**config.mk**
```make
export PLATFORM = sky130hd
export DESIGN_NAME = maint_discovery_sequencer
export DESIGN_NICKNAME = d
export VERILOG_FILES = /design/src/include/maint_seq_pkg.sv /design/src/rtl/maint_discovery_sequencer.sv
export SDC_FILE = /design/constraint.sdc
export NUM_CORES = 1
export LEC_CHECK = 0
export CAP_MARGIN = 30
export CORE_MARGIN = 5
export CORE_UTILIZATION = 48
export DETAILED_ROUTE_END_ITERATION = 12
export DONT_BUFFER_PORTS = 1
export HOLD_SLACK_MARGIN = 0.05
export SYNTH_ARGS = -nofsm -noshare
export SYNTH_HDL_FRONTEND = slang
export SYNTH_SLANG_ARGS = --single-unit
```
**constraint.sdc**
```tcl
create_clock -name pclk -period 3.3 [get_ports pclk]
set_input_delay 0.495 -clock pclk [delete_from_list [all_inputs] [get_ports pclk]]
set_output_delay 0.495 -clock pclk [all_outputs]
set_load 0.02 [all_outputs]
```
**src/include/maint_seq_pkg.sv**
```systemverilog
// constants, request carrier and state types for the maintenance discovery sequencer
package maint_seq_pkg;

  // apb byte offsets of the block's own registers
  localparam logic [15:0] OFF_TARGET = 16'h0000;
  localparam logic [15:0] OFF_CONTROL = 16'h0004;
  localparam logic [15:0] OFF_STATUS = 16'h0008;
  localparam logic [15:0] OFF_IDENTITY = 16'h000c;
  localparam logic [15:0] OFF_PORT_INFO = 16'h0010;
  localparam logic [15:0] OFF_LOCK_VALUE = 16'h0014;
  // maintenance window: paddr[15:12] selects it, paddr[11:0] is the low offset
  localparam logic [3:0] WIN_SEL = 4'h1;
  localparam int WIN_LOW_BITS = 12;

  // outbound_maint_target fields, bit 0 = lsb (printed msb-first bits 2-9, 12-19, 20-31)
  localparam int TGT_DEST_LSB = 22;
  localparam int TGT_DEST_MSB = 29;
  localparam int TGT_HOP_LSB = 12;
  localparam int TGT_HOP_MSB = 19;
  localparam int TGT_CFG_LSB = 0;
  localparam int TGT_CFG_MSB = 11;
  localparam logic [31:0] TARGET_RESET = 32'h3fc0_0000;

  // control register fields
  localparam int CTL_START_BIT = 0;
  localparam int CTL_HOST_LSB = 8;
  localparam int CTL_HOST_MSB = 15;
  localparam logic [7:0] HOST_ID_RESET = 8'h00;

  // maintenance register offsets on the far side
  localparam logic [23:0] MOFF_IDENTITY = 24'h00_0000;
  localparam logic [23:0] MOFF_PORT_INFO = 24'h00_0014;
  localparam logic [23:0] MOFF_HOST_LOCK = 24'h00_0068;
  localparam logic [23:0] MOFF_ROUTE_DEST = 24'h00_0070;
  localparam logic [23:0] MOFF_ROUTE_PORT = 24'h00_0074;
  localparam logic [7:0] DEST_INITIAL = 8'hff;
  localparam logic [7:0] HOP_ADJACENT = 8'h00;
  localparam logic [31:0] LOCK_FREE = 32'h0000_ffff;

  // failure codes in the status register
  localparam logic [2:0] FAIL_NONE = 3'h0;
  localparam logic [2:0] FAIL_UNKNOWN = 3'h1;
  localparam logic [2:0] FAIL_LOCKED = 3'h2;
  localparam logic [2:0] FAIL_REFUSED = 3'h3;
  localparam logic [2:0] FAIL_LINK = 3'h4;

  typedef struct packed {
    logic write;
    logic [7:0] dest;
    logic [7:0] hop;
    logic [23:0] offset;
    logic [31:0] wdata;
  } maint_req_s;

  typedef enum {
    SEQ_IDLE,
    SEQ_IDENT,
    SEQ_PORT_INFO,
    SEQ_LOCK_READ,
    SEQ_LOCK_WRITE,
    SEQ_LOCK_CHECK,
    SEQ_ROUTE_DEST,
    SEQ_ROUTE_PORT,
    SEQ_DONE,
    SEQ_FAIL
  } seq_state_e;

  typedef enum {
    ENG_IDLE,
    ENG_WAIT,
    ENG_RELEASE
  } eng_state_e;

endpackage

```
**src/rtl/maint_discovery_sequencer.sv**
```systemverilog
// apb-controlled maintenance window and link bring-up sequencer
module maint_discovery_sequencer #(
  parameter logic [31:0] switch_ident = 32'h0001_0001, // arbitrary value
  parameter logic [31:0] processor_ident = 32'h0002_0001 // arbitrary value
) (
  input wire logic pclk,
  input wire logic presetn,
  input wire logic psel,
  input wire logic penable,
  input wire logic pwrite,
  input wire logic [15:0] paddr,
  input wire logic [31:0] pwdata,
  output logic [31:0] prdata,
  output logic pready,
  output logic pslverr,
  output maint_seq_pkg::maint_req_s maint_req,
  output logic maint_req_valid,
  input wire logic maint_rsp_valid,
  input wire logic [31:0] maint_rsp_data,
  input wire logic maint_rsp_error
);

  logic [31:0] target;
  logic [7:0] host_id;
  logic [31:0] identity;
  logic [7:0] port_total;
  logic [7:0] host_port;
  logic [31:0] lock_value;
  logic [2:0] fail_code;
  logic is_switch;
  logic is_processor;

  maint_seq_pkg::seq_state_e seq_state;
  maint_seq_pkg::eng_state_e eng_state;
  maint_seq_pkg::maint_req_s seq_op;
  logic seq_issued;
  logic apb_issued;
  logic owner_apb;

  // link answer comes from another domain: two flops before any use
  logic rsp_valid_s1;
  logic rsp_valid_s2;
  logic [31:0] rsp_data_s1;
  logic [31:0] rsp_data_s2;
  logic rsp_error_s1;
  logic rsp_error_s2;

  always_ff @(posedge pclk or negedge presetn) begin
    if (!presetn) begin
      rsp_valid_s1 <= 1'b0;
      rsp_valid_s2 <= 1'b0;
      rsp_data_s1 <= 32'h0000_0000;
      rsp_data_s2 <= 32'h0000_0000;
      rsp_error_s1 <= 1'b0;
      rsp_error_s2 <= 1'b0;
    end else begin
      rsp_valid_s1 <= maint_rsp_valid;
      rsp_valid_s2 <= rsp_valid_s1;
      rsp_data_s1 <= maint_rsp_data;
      rsp_data_s2 <= rsp_data_s1;
      rsp_error_s1 <= maint_rsp_error;
      rsp_error_s2 <= rsp_error_s1;
    end
  end

  // apb decode
  logic setup;
  logic is_win;
  logic reg_hit;
  logic reg_write;
  logic start_req;
  logic seq_active;
  logic seq_want;
  logic apb_win_req;
  logic eng_done;
  logic [31:0] rd_mux;

  assign setup = psel & ~penable;
  assign is_win = paddr[15:12] == maint_seq_pkg::WIN_SEL;
  assign reg_hit = paddr == maint_seq_pkg::OFF_TARGET || paddr == maint_seq_pkg::OFF_CONTROL
                || paddr == maint_seq_pkg::OFF_STATUS || paddr == maint_seq_pkg::OFF_IDENTITY
                || paddr == maint_seq_pkg::OFF_PORT_INFO
                || paddr == maint_seq_pkg::OFF_LOCK_VALUE;
  // writes land at the edge where the master sees pready
  assign reg_write = psel & penable & pready & pwrite & reg_hit;
  assign start_req = reg_write && paddr == maint_seq_pkg::OFF_CONTROL
                  && pwdata[maint_seq_pkg::CTL_START_BIT] && !seq_active;
  assign seq_active = seq_state != maint_seq_pkg::SEQ_IDLE
                   && seq_state != maint_seq_pkg::SEQ_DONE
                   && seq_state != maint_seq_pkg::SEQ_FAIL;
  assign seq_want = seq_active & ~seq_issued;
  assign apb_win_req = psel & penable & is_win & ~apb_issued & ~pready;
  assign eng_done = eng_state == maint_seq_pkg::ENG_WAIT && rsp_valid_s2;

  always_comb begin
    rd_mux = 32'h0000_0000;
    case (paddr)
      maint_seq_pkg::OFF_TARGET: rd_mux = target;
      maint_seq_pkg::OFF_CONTROL: rd_mux = {16'h0000, host_id, 8'h00};
      maint_seq_pkg::OFF_STATUS: rd_mux = {17'h0_0000, fail_code, is_processor, is_switch,
                                           seq_state == maint_seq_pkg::SEQ_FAIL,
                                           seq_state == maint_seq_pkg::SEQ_DONE,
                                           seq_active, 6'h00, eng_state != maint_seq_pkg::ENG_IDLE};
      maint_seq_pkg::OFF_IDENTITY: rd_mux = identity;
      maint_seq_pkg::OFF_PORT_INFO: rd_mux = {16'h0000, port_total, host_port};
      maint_seq_pkg::OFF_LOCK_VALUE: rd_mux = lock_value;
      default: rd_mux = 32'h0000_0000;
    endcase
  end

  // apb answer: registers answer in the first access cycle, the window when the link answers
  always_ff @(posedge pclk or negedge presetn) begin
    if (!presetn) begin
      pready <= 1'b0;
      prdata <= 32'h0000_0000;
      pslverr <= 1'b0;
    end else if (pready) begin
      pready <= 1'b0;
      pslverr <= 1'b0;
    end else if (setup && !is_win) begin
      pready <= 1'b1;
      prdata <= rd_mux;
      pslverr <= ~reg_hit;
    end else if (eng_done && owner_apb) begin
      pready <= 1'b1;
      prdata <= rsp_data_s2;
      pslverr <= rsp_error_s2;
    end
  end

  // software-written registers
  always_ff @(posedge pclk or negedge presetn) begin
    if (!presetn) begin
      target <= maint_seq_pkg::TARGET_RESET;
      host_id <= maint_seq_pkg::HOST_ID_RESET;
    end else if (reg_write && paddr == maint_seq_pkg::OFF_TARGET) begin
      target <= pwdata;
    end else if (reg_write && paddr == maint_seq_pkg::OFF_CONTROL && !seq_active) begin
      host_id <= pwdata[maint_seq_pkg::CTL_HOST_MSB:maint_seq_pkg::CTL_HOST_LSB];
    end
  end

  // operation wanted by the current sequencer step
  always_comb begin
    seq_op = '0;
    seq_op.dest = maint_seq_pkg::DEST_INITIAL;
    seq_op.hop = maint_seq_pkg::HOP_ADJACENT;
    case (seq_state)
      maint_seq_pkg::SEQ_IDENT: seq_op.offset = maint_seq_pkg::MOFF_IDENTITY;
      maint_seq_pkg::SEQ_PORT_INFO: seq_op.offset = maint_seq_pkg::MOFF_PORT_INFO;
      maint_seq_pkg::SEQ_LOCK_READ: seq_op.offset = maint_seq_pkg::MOFF_HOST_LOCK;
      maint_seq_pkg::SEQ_LOCK_WRITE: begin
        seq_op.write = 1'b1;
        seq_op.offset = maint_seq_pkg::MOFF_HOST_LOCK;
        seq_op.wdata = {24'h00_0000, host_id};
      end
      maint_seq_pkg::SEQ_LOCK_CHECK: seq_op.offset = maint_seq_pkg::MOFF_HOST_LOCK;
      maint_seq_pkg::SEQ_ROUTE_DEST: begin
        seq_op.write = 1'b1;
        seq_op.offset = maint_seq_pkg::MOFF_ROUTE_DEST;
        seq_op.wdata = {24'h00_0000, host_id};
      end
      maint_seq_pkg::SEQ_ROUTE_PORT: begin
        seq_op.write = 1'b1;
        seq_op.offset = maint_seq_pkg::MOFF_ROUTE_PORT;
        seq_op.wdata = {24'h00_0000, host_port};
      end
      default: seq_op.offset = maint_seq_pkg::MOFF_IDENTITY;
    endcase
  end

  // link engine: one request at a time, four-phase handshake with the far side;
  // the sequencer wins over a window access so bring-up is never interleaved
  always_ff @(posedge pclk or negedge presetn) begin
    if (!presetn) begin
      eng_state <= maint_seq_pkg::ENG_IDLE;
      maint_req <= '0;
      maint_req_valid <= 1'b0;
      owner_apb <= 1'b0;
      seq_issued <= 1'b0;
      apb_issued <= 1'b0;
    end else begin
      case (eng_state)
        maint_seq_pkg::ENG_IDLE: begin
          if (seq_want) begin
            maint_req <= seq_op;
            maint_req_valid <= 1'b1;
            owner_apb <= 1'b0;
            seq_issued <= 1'b1;
            eng_state <= maint_seq_pkg::ENG_WAIT;
          end else if (apb_win_req) begin
            maint_req.write <= pwrite;
            maint_req.dest <= target[maint_seq_pkg::TGT_DEST_MSB:maint_seq_pkg::TGT_DEST_LSB];
            maint_req.hop <= target[maint_seq_pkg::TGT_HOP_MSB:maint_seq_pkg::TGT_HOP_LSB];
            maint_req.offset <= {target[maint_seq_pkg::TGT_CFG_MSB:maint_seq_pkg::TGT_CFG_LSB],
                                 paddr[maint_seq_pkg::WIN_LOW_BITS-1:0]};
            maint_req.wdata <= pwdata;
            maint_req_valid <= 1'b1;
            owner_apb <= 1'b1;
            apb_issued <= 1'b1;
            eng_state <= maint_seq_pkg::ENG_WAIT;
          end
        end
        maint_seq_pkg::ENG_WAIT: begin
          if (rsp_valid_s2) begin
            maint_req_valid <= 1'b0;
            eng_state <= maint_seq_pkg::ENG_RELEASE;
            if (owner_apb) begin
              apb_issued <= 1'b0;
            end else begin
              seq_issued <= 1'b0;
            end
          end
        end
        maint_seq_pkg::ENG_RELEASE: begin
          // no new request until the far side has dropped its answer
          if (!rsp_valid_s2) begin
            eng_state <= maint_seq_pkg::ENG_IDLE;
          end
        end
        default: eng_state <= maint_seq_pkg::ENG_IDLE;
      endcase
    end
  end

  // bring-up sequencer: advances only on the answer to its own request
  always_ff @(posedge pclk or negedge presetn) begin
    if (!presetn) begin
      seq_state <= maint_seq_pkg::SEQ_IDLE;
      fail_code <= maint_seq_pkg::FAIL_NONE;
      is_switch <= 1'b0;
      is_processor <= 1'b0;
      identity <= 32'h0000_0000;
      port_total <= 8'h00;
      host_port <= 8'h00;
      lock_value <= 32'h0000_0000;
    end else if (start_req) begin
      seq_state <= maint_seq_pkg::SEQ_IDENT;
      fail_code <= maint_seq_pkg::FAIL_NONE;
      is_switch <= 1'b0;
      is_processor <= 1'b0;
    end else if (eng_done && !owner_apb) begin
      if (rsp_error_s2) begin
        seq_state <= maint_seq_pkg::SEQ_FAIL;
        fail_code <= maint_seq_pkg::FAIL_LINK;
      end else begin
        case (seq_state)
          maint_seq_pkg::SEQ_IDENT: begin
            identity <= rsp_data_s2;
            if (rsp_data_s2 == switch_ident) begin
              is_switch <= 1'b1;
              seq_state <= maint_seq_pkg::SEQ_PORT_INFO;
            end else if (rsp_data_s2 == processor_ident) begin
              is_processor <= 1'b1;
              seq_state <= maint_seq_pkg::SEQ_DONE;
            end else begin
              seq_state <= maint_seq_pkg::SEQ_FAIL;
              fail_code <= maint_seq_pkg::FAIL_UNKNOWN;
            end
          end
          maint_seq_pkg::SEQ_PORT_INFO: begin
            port_total <= rsp_data_s2[15:8];
            host_port <= rsp_data_s2[7:0];
            seq_state <= maint_seq_pkg::SEQ_LOCK_READ;
          end
          maint_seq_pkg::SEQ_LOCK_READ: begin
            lock_value <= rsp_data_s2;
            if (rsp_data_s2 == maint_seq_pkg::LOCK_FREE) begin
              seq_state <= maint_seq_pkg::SEQ_LOCK_WRITE;
            end else begin
              seq_state <= maint_seq_pkg::SEQ_FAIL;
              fail_code <= maint_seq_pkg::FAIL_LOCKED;
            end
          end
          maint_seq_pkg::SEQ_LOCK_WRITE: seq_state <= maint_seq_pkg::SEQ_LOCK_CHECK;
          maint_seq_pkg::SEQ_LOCK_CHECK: begin
            lock_value <= rsp_data_s2;
            if (rsp_data_s2 == {24'h00_0000, host_id}) begin
              seq_state <= maint_seq_pkg::SEQ_ROUTE_DEST;
            end else begin
              seq_state <= maint_seq_pkg::SEQ_FAIL;
              fail_code <= maint_seq_pkg::FAIL_REFUSED;
            end
          end
          maint_seq_pkg::SEQ_ROUTE_DEST: seq_state <= maint_seq_pkg::SEQ_ROUTE_PORT;
          maint_seq_pkg::SEQ_ROUTE_PORT: seq_state <= maint_seq_pkg::SEQ_DONE;
          default: seq_state <= seq_state;
        endcase
      end
    end
  end

endmodule

```
==> out/results.ini, run 1 <==
[clocking]
clkLatencyLatePin_ps=510
postCtsHoldBufs=34
cts_root_buffer=clkbuf_16
numCtsBuffers=34
cts_sinks=310
postCtsSetupBuffers=0
htree_levels=2
cts_resized=0
clk_pin_slew_worst_paths_ps=60
cts_tree=built
cts_buffer_depth=3

[placed_design]
dpl.hpwl_um=22500
placed_area_um2=12900
numPortBuffers=0
gp_routability_congestion=0.838

[synthesis]
ys_seq_area_share_pct=62.0
yosysMostFrequentCell=dfrtp_1
synth_cells=987
ys_top_cells_by_area=dfrtp_1 60%, mux2_2 11%, a22o_1 4.8%
synth_adder_area_share_pct=0
ys_top_cells_by_count=302 x dfrtp_1, 118 x mux2_2, 86 x nor2_1
synthesis.nets=1074
synth_edf_count=0
synth_compound_area_share_pct=14.0
synth.distinct_cells=63
synth.area.mux_share_pct=12.1
yosys.area.top_type_share_pct=60.3
syn_avg_cell_area_um2=12.7
synth_xor_area_share_pct=0.699
synth-async-reset-ratio_pct=100
ys.flop_type=dfrtp_1
netlist_area_um2=12500
ys_ff_latch=310
synthSimpleGateAreaFrac_pct=8.54
yosysWarningCount=0
synth_top_family_by_area=compound AO/OA/AOI/OAI gates
netlist.top_cell.by_area=dfrtp_1

[sta]
period_share_pct=77.8
final-hold-violation-count=302
setup_tns_ps=0
skew_ps=10.9
setup_viol=0
rsz0062_at_grt=false
period_needed_ps=2570
fmax_mhz=389
relSlewSlack_pct=50.3
hold-worst-slack_ps=-312
worstMarginPinSlew_ps=745
drv_slew=0

[die]
die_h_um=172
die_area_um2=29400
ios=195
initial_core_util_pct=48.4
rows=59
die-width_um=172
core-area_um2=25900

[grt]
grt-ovfl-total=0
grt_max_degree=311
grtUsageMet3_pct=5.19
grt-busiest-layer=met1
grt_pass1_vias=8290
grt_pass1_wl_um=50800
track_usage_pct=22.5
grt_use_met2_pct=32.5
grt_use_met1_pct=34.0
antenna_found_initial=1

[finish]
fin_util_pct=55.5
syn2layout_area_growth_pct=14.7
fill_cells=2168
layout-drive-gt1-share_pct=20.8
fin_area_um2=14400
antenna_cells=0
nNetsFinal=1102

[pwr]
power.density_nw_per_um2=724
ir_drop_uv=457
power.leakage_uw=0.00644
total_power_uw=10400

[routing]
viasPerCell=6.08
dr.first_iter.drc_count=865
firstDrtPassIters=5
postRouteWirelength_um=33600
vias=8356
ant_nets=0
drc=0
wire_per_inst_um=24.4

[critical_path]
critPathLaunchType=flip-flop
setup.worst_path.end_class=flip-flop
reg2reg_slack_ps=730
required_ps=3710
arrival_ps=2980
path_max_fanout=15
worstSetupPathType=reg -> reg

[run_status]
run_status=complete, but fails checks
failed_checks=hold timing

[run]
cap_violations=0

[worst_hold_path]
hp-class=in -> async

==> stage by stage <==
step	instances	hold slack (ps)	worst slack [ps]
floorplan	987	199	821
global placement	1280	211	587
detailed placement	1280	212	519
CTS	1374	-326	781
global route	1374	-324	601
finish	1374	-312	732
==> layout by cell type, fill, tap and decap left out, types with 9 or more instances in the layout <==
cell             n
dfrtp_1        302
nor3_1          22
mux2i_1         13
xnor2_1          9
inv_1           10
o21ai_0         31
a221o_1         16
buf_4           18
clkbuf_8        11
clkbuf_16       37
nor2_1          86
nand4_1         10
nand2_1         40
mux2_2         118
a22o_1          68
a22oi_1         21
dlygate4sd3_1   34
nor4_1          12
a21oi_1         48
==> power by group <==
part / internal [uW] / total (uW) / switching (uW) / leakage (uW)
logic: 590 / 1110 / 520 / 0.00193
clock network: 2360 / 3860 / 1500 / 0.000571
registers: 4450 / 5440 / 986 / 0.00393
total: 7400 / 10400 / 3000 / 0.00644
==> worst max-delay path, cell delays in order (launching register included) <==
cell and delay [ps]:
dfrtp_1 670, nand2_1 90, or4_1 520, nor4_1 410, o21ai_1 280, and3_1 240, a311oi_1 270
==> logic make-up (layout without fill, tap and decap cells) <==
kind of cell,after synthesis,after routing
xor gates and xnor gates,10,10
muxes,136,136
buffers and inverters,74,126
AOI/OAI and AO/OA,241,241
and+or+nand+nor,216,216
DFF,310,310
==> routing by layer <==
layer,vias up,part of all wire (%)
li1,3703,-
met1,4251,45
met2,338,44
met3,62,8.6
met4,2,2.5
met5,-,0.024
==> registers in the layout, summed over array words and instances (netlist names), 3 cells and up <==
name         count
prdata          32
seq_state        4
fail_code        3
port_total       8
target          32
rsp_data_s1     32
identity        32
lock_value      32
host_port        8
maint_req       73
host_id          8
rsp_data_s2     32
==> cell type report <==
type | instances | area (um^2) | share of cell area, %
Tap cell | 335 | 419 | 2.92
Clock buffer | 53 | 1100 | 7.63
Multi-Input combinational cell | 603 | 4450 | 30.9
Sequential cell | 310 | 7770 | 54.0
Timing Repair Buffer | 55 | 536 | 3.73
Inverter | 11 | 41.3 | 0.287
Clock inverter | 7 | 65.1 | 0.453
==> final timing paths <==
kind	end	cells after the start	from
max	fail_code[2]	6	seq_state[1]
min	maint_req[50]	0	presetn
max reg2reg	fail_code[2]	6	seq_state[1]
min reg2reg	rsp_data_s2[2]	0	rsp_data_s1[2]
max in group asynchronous	identity[21]	0	presetn
min in group pclk	maint_req[24]	1	pwdata[24]
No activity file was read; power rests on OpenSTA's default activity.
==> run 2, diff against run 1 <==
==> constraint.sdc (replaced) <==
create_clock -name pclk -period 2.5 [get_ports pclk]
set_input_delay 0.375 -clock pclk [delete_from_list [all_inputs] [get_ports pclk]]
set_output_delay 0.375 -clock pclk [all_outputs]
set_load 0.02 [all_outputs]
==> out/results.ini, run 2 (same netlist as run 1, synthesis figures left out) <==
[run_status]
run_status=complete, but fails checks  ; unchanged
failed_checks=hold timing  ; unchanged

[finish]
multi_input_area_um2=4450  ; unchanged
layout-drive-gt1-share_pct=22.7  ; was 20.8%
fill_cells=2079  ; was 2,168
final_cell_mix=302 x dfrtp_1, 118 x mux2_2, 86 x nor2_1, 74 x dlygate4sd3_1, 68 x a22o_1  ; was 302 x dfrtp_1, 118 x mux2_2, 86 x nor2_1, 68 x a22o_1, 48 x a21oi_1
final_common_cell=dfrtp_1  ; unchanged
nNetsFinal=1175  ; was 1,102
syn2layout_area_growth_pct=21.3  ; was 14.7%
regMostFlops=maint_req  ; unchanged
largest_reg_flops=73  ; unchanged
antenna_cells=0  ; unchanged
stdcell_count=1449  ; was 1,374
seq_area_um2=7770  ; unchanged

[clocking]
cts_buffer_depth=3  ; unchanged
cts_root_buffer=clkbuf_16  ; unchanged
numCtsBuffers=35  ; was 34
cts_tree=built  ; unchanged
cts_sinks=310  ; unchanged
clk_pin_slew_worst_paths_ps=60  ; about the same
clkLatencyLatePin_ps=510  ; about the same
htree_levels=2  ; unchanged
cts_resized=0  ; unchanged
postCtsSetupBuffers=0  ; unchanged
postCtsHoldBufs=74  ; was 34

[placed_design]
dpl.hpwl_um=23100  ; was 22,500 um
gp_routability_congestion=0.914  ; was 0.838
dp_slack_ps=82.5  ; was 519 ps
numPortBuffers=0  ; unchanged
placed_cells=1312  ; was 1,280

[die]
ios=195  ; unchanged
die_h_um=172  ; unchanged
core-area_um2=25900  ; unchanged
die_area_um2=29400  ; unchanged
rows=59  ; unchanged
initial_core_util_pct=48.4  ; unchanged
die-width_um=172  ; unchanged

[sta]
period_needed_ps=2390  ; was 2570 ps
skew_ps=15.9  ; was 10.9 ps
setup_viol=0  ; unchanged
worstMarginPinSlew_ps=1060  ; was 745 ps
period_share_pct=95.7  ; was 77.8%
rsz0062_at_grt=false  ; unchanged
hold-worst-slack_ps=-435  ; was -312 ps
setup_tns_ps=0  ; unchanged
setup_slack_ps=108  ; was 732 ps
relSlewSlack_pct=29.2  ; was 50.3%
drv_slew=0  ; unchanged
fmax_mhz=418  ; was 389 MHz
final-hold-violation-count=303  ; was 302

[critical_path]
crit_cells=6  ; unchanged
reg2reg_slack_ps=110  ; was 730 ps
setup.worst_path.end_class=flip-flop  ; unchanged
worstSetupStartpoint=rsp_data_s2[15]  ; was seq_state[1]
crit_slowest_cell=nor4_1  ; was dfrtp_1
critPathLaunchType=flip-flop  ; unchanged
path_delay_family=simple AND/OR/NAND/NOR gates  ; unchanged
worstSetupPathType=reg -> reg  ; unchanged
critical_path.endpoint=fail_code[2]  ; unchanged
worstRegToRegCells=6  ; unchanged
cpPeakStageDelay_ps=630  ; was 670 ps
r2r_start=rsp_data_s2[15]  ; was seq_state[1]
crit_buf_inv=0  ; unchanged
path_max_fanout=6  ; was 15
path_cells=nor4_1, nand2_1, nor4_1, o21ai_1, and3_1, a311oi_1  ; was nand2_1, or4_1, nor4_1, o21ai_1, and3_1, a311oi_1
arrival_ps=2800  ; was 2980 ps
r2r-end=fail_code[2]  ; unchanged
required_ps=2910  ; was 3710 ps
crit_top_cell=nor4_1

[routing]
wire_per_inst_um=24.0  ; was 24.4 um
postRouteWirelength_um=34800  ; was 33,600 um
ant_nets=0  ; unchanged
vias=8640  ; was 8,356
dr.first_iter.drc_count=738  ; was 865
firstDrtPassIters=6  ; was 5
drc=0  ; unchanged
viasPerCell=5.96  ; was 6.08

[pwr]
power.leakage_uw=0.00683  ; was 0.00644 uW
ir_drop_uv=651  ; was 457 uV
sequentialPowerShare_pct=49.8  ; was 52.3%
p_int_uw=10300  ; was 7400 uW
power.share.clock_pct=38.9  ; was 37.1%
p_sw_share_pct=28.4  ; was 28.9%
p_switching_uw=4080  ; was 3000 uW
p_comb_share_pct=11.3  ; was 10.7%
power.density_nw_per_um2=947  ; was 724 nW/um^2

[grt]
grt_max_degree=311  ; unchanged
grt_pass1_vias=8668  ; was 8,290
antenna_found_initial=0  ; was 1
track_usage_pct=23.4  ; was 22.5%
grt-ovfl-total=0  ; unchanged
grt_pass1_wl_um=53400  ; was 50,800 um

[worst_hold_path]
hp-class=in -> async  ; unchanged

[run]
cap_violations=0  ; unchanged

-- run 2: final cells by class --
type,instances,area share [%]
clock buffer,51,7.16
clock inverter,12,1.32
inverter,11,0.272
multi-input combinational,603,29.2
sequential,310,51.1
tap,335,2.76
timing repair buffer,127,8.15
-- run 2: worst register-to-register path, cell delays in order (launching register included) --
cell	delay [ps]
dfrtp_1	490
nor4_1	630
nand2_1	160
nor4_1	370
o21ai_1	180
and3_1	210
a311oi_1	250
-- run 2: metal layers --
metal  GRT usage (%)  up-vias  part of all wire, %
met4            5.89        0                  2.1
met1            35.5     4416                   46
met2            34.2      311                   44
li1                -     3860                    -
met3            5.49       53                  7.7
met5               0        -                    0
-- run 2: power by group through the flow --
stage / Clock (uW) / Sequential [uW] / Combinational, uW
final: 5600 / 7170 / 1630
after global routing: 5910 / 7290 / 1810
after CTS: 5710 / 7180 / 1620
after detailed placement: 0 / 7270 / 1510
after global placement: 0 / 7260 / 1470
after floorplan: 0 / 6990 / 1190
-- run 2: worst min path at each step --
stage | from | end | slack [ps]
5_1_grt | presetn | maint_req[50] | -450
3_5_place_dp | presetn | maint_req[50] | 90
3_3_place_gp | presetn | maint_req[50] | 90
2_1_floorplan | presetn | apb_issued | 80
6_report | presetn | maint_req[50] | -430
4_1_cts | presetn | maint_req[50] | -450
-- run 2: stage by stage --
stage | area [um^2] | power (uW) | utilization (%)
floorplan | 12500 | 8180 | -
global route | 15200 | 15000 | 58.7
finish | 15200 | 14400 | 58.7
CTS | 15200 | 14500 | 58.7
detailed placement | 13200 | 8780 | 50.8
global placement | 13200 | 8720 | 50.8
==> run 3, diff against run 2 <==
--- a/config.mk
+++ b/config.mk
@@ -6,7 +6,7 @@
 export NUM_CORES = 1
 export LEC_CHECK = 0
 export CAP_MARGIN = 30
-export CORE_MARGIN = 5
+export CORE_MARGIN = 8
 export CORE_UTILIZATION = 48
 export DETAILED_ROUTE_END_ITERATION = 12
 export DONT_BUFFER_PORTS = 1
==> out/results.ini, run 3 (same netlist as run 1, synthesis figures left out) <==
[critical_path]
cpPeakStageDelay_ps=430  ; was 630 ps
crit_top_cell=buf_4  ; was nor4_1
required_ps=2910  ; about the same
setup.worst_path.end_class=flip-flop  ; unchanged
r2r_start=rsp_data_s2[30]  ; was rsp_data_s2[15]
reg2reg_slack_ps=170  ; was 110 ps
crit_slowest_cell=dfrtp_1  ; was nor4_1
r2r-end=fail_code[2]  ; unchanged
path_max_fanout=4  ; was 6
worstRegToRegCells=9  ; was 6
path_delay_family=simple AND/OR/NAND/NOR gates  ; unchanged
critPathLaunchType=flip-flop  ; unchanged
worstSetupPathType=reg -> reg  ; unchanged
crit_buf_inv=3  ; was 0
arrival_ps=2740  ; was 2800 ps
path_cells=nor4_2, buf_4, nand4_1, buf_4, nor3_1, buf_4, nand3_1, and3_1, a311oi_2  ; was nor4_1, nand2_1, nor4_1, o21ai_1, and3_1, a311oi_1

[finish]
seq_area_um2=7770  ; unchanged
fill_cells=2120  ; was 2,079
antenna_cells=0  ; unchanged
final_common_cell=dfrtp_1  ; unchanged
final_cell_mix=302 x dfrtp_1, 118 x mux2_2, 86 x nor2_1, 74 x dlygate4sd3_1, 68 x a22o_1  ; unchanged
fin_util_pct=58.3  ; was 58.7%
regMostFlops=maint_req  ; unchanged
nNetsFinal=1176  ; was 1,175
syn2layout_area_growth_pct=20.2  ; was 21.3%
fin_area_um2=15100  ; was 15,200 um^2
largest_reg_flops=73  ; unchanged
layout-drive-gt1-share_pct=23.1  ; was 22.7%
multi_input_area_um2=4480  ; was 4450 um^2

[clocking]
htree_levels=2  ; unchanged
cts_root_buffer=clkbuf_16  ; unchanged
cts_buffer_depth=3  ; unchanged
cts_sinks=310  ; unchanged
clk_pin_slew_worst_paths_ps=60  ; about the same
postCtsSetupBuffers=0  ; unchanged
cts_tree=built  ; unchanged
clkLatencyLatePin_ps=520  ; was 510 ps
numCtsBuffers=35  ; unchanged
postCtsHoldBufs=74  ; unchanged

[placed_design]
placed_area_um2=13200  ; about the same
dpl.hpwl_um=23400  ; was 23,100 um
numPortBuffers=0  ; unchanged
dp_slack_ps=78.0  ; was 82.5 ps
gp_routability_congestion=0.859  ; was 0.914

[sta]
period_needed_ps=2330  ; was 2390 ps
hold-worst-slack_ps=-433  ; was -435 ps
period_share_pct=93.3  ; was 95.7%
setup_tns_ps=0  ; unchanged
setup_viol=0  ; unchanged
fmax_mhz=429  ; was 418 MHz
worstMarginPinSlew_ps=691  ; was 1060 ps
relSlewSlack_pct=53.9  ; was 29.2%
skew_ps=15.2  ; was 15.9 ps
drv_slew=0  ; unchanged
setup_slack_ps=169  ; was 108 ps
rsz0062_at_grt=false  ; unchanged
final-hold-violation-count=310  ; was 303

[pwr]
power.leakage_uw=0.00677  ; was 0.00683 uW
ir_drop_uv=639  ; was 651 uV
p_switching_uw=4110  ; was 4080 uW
p_sw_share_pct=29.7  ; was 28.4%
p_comb_share_pct=11.8  ; was 11.3%
p_int_uw=9720  ; was 10,300 uW
sequentialPowerShare_pct=51.9  ; was 49.8%
power.share.clock_pct=36.3  ; was 38.9%
power.density_nw_per_um2=918  ; was 947 nW/um^2

[grt]
grt_pass1_wl_um=54400  ; was 53,400 um
grt-ovfl-total=0  ; unchanged
antenna_found_initial=1  ; was 0
grt_pass1_vias=8680  ; was 8,668
track_usage_pct=22.3  ; was 23.4%
grt_max_degree=311  ; unchanged

[die]
ios=195  ; unchanged
die_area_um2=31500  ; was 29,400 um^2
initial_core_util_pct=48.5  ; was 48.4%
die_h_um=178  ; was 172 um
die-width_um=178  ; was 172 um
core-area_um2=25800  ; was 25,900 um^2
rows=59  ; unchanged

[run_status]
failed_checks=hold timing  ; unchanged
run_status=complete, but fails checks  ; unchanged

[run]
cap_violations=0  ; unchanged

[routing]
vias=8660  ; was 8,640
firstDrtPassIters=5  ; was 6
ant_nets=0  ; unchanged
wire_per_inst_um=24.3  ; was 24.0 um
dr.first_iter.drc_count=802  ; was 738
drc=0  ; unchanged
postRouteWirelength_um=35200  ; was 34,800 um
viasPerCell=5.98  ; was 5.96

[worst_hold_path]
hp-class=in -> async  ; unchanged

run 3: cell count changes in the layout (fill, tap and decap cells not counted), moves of 2 or more:
cell | before | now
clkinv_2 | 2 | 9
bufinv_16 | 5 | 2
clkinvlp_4 | 4 | 1
inv_6 | 0 | 4
clkbuf_16 | 37 | 35
nor4_1 | 12 | 8
clkinv_4 | 0 | 2
nor4_2 | 0 | 4
buf_4 | 45 | 47
clkbuf_8 | 11 | 5
run 3: layout make-up:
class / count / share of cell area [%]
Clock buffer: 44 / 6.37
Clock inverter: 18 / 1.10
Inverter: 11 / 0.274
Multi-Input combinational cell: 603 / 29.7
Sequential cell: 310 / 51.6
Tap cell: 335 / 2.78
Timing Repair Buffer: 128 / 8.19
run 3: stage by stage:
| stage | power [uW] | cells |
|---|---|---|
| after floorplan | 8180 | 987 |
| after global placement | 8720 | 1313 |
| after detailed placement | 8790 | 1313 |
| after CTS | 14000 | 1449 |
| after global routing | 14500 | 1449 |
| final | 13800 | 1449 |
run 3: power by group through the flow:
stage                     clock (uW)  combinational [uW]  sequential [uW]
after CTS                       5130                1630             7190
after detailed placement           0                1510             7280
after floorplan                    0                1190             6990
final                           5020                1630             7170
after global routing            5350                1810             7300
after global placement             0                1460             7260
run 3: per-layer routing:
metal  GRT usage, %  part of all wire, %  vias up
met1           32.0                   45     4388
met3           6.68                  9.5       66
met5              0                    0        -
met2           32.3                   43      348
li1               -                    -     3858
met4           6.36                  2.5        0
run 3: repair_timing:
item                                   CTS  global route
resized for setup                        0             5
endpoints found under the hold margin  416           310
setup endpoints to repair                0             3
run 3: worst max-delay path by stage:
| stage | depth (start not counted) | end | slack [ps] | start |
|---|---|---|---|---|
| after floorplan | 8 | target[10] | 140 | paddr[0] |
| after global placement | 6 | fail_code[2] | 60 | rsp_data_s2[15] |
| after detailed placement | 6 | fail_code[2] | 80 | rsp_data_s2[15] |
| after CTS | 6 | fail_code[2] | 70 | rsp_data_s2[15] |
| after global routing | 9 | fail_code[2] | 0.7 | rsp_data_s2[30] |
| final | 9 | fail_code[2] | 170 | rsp_data_s2[30] |
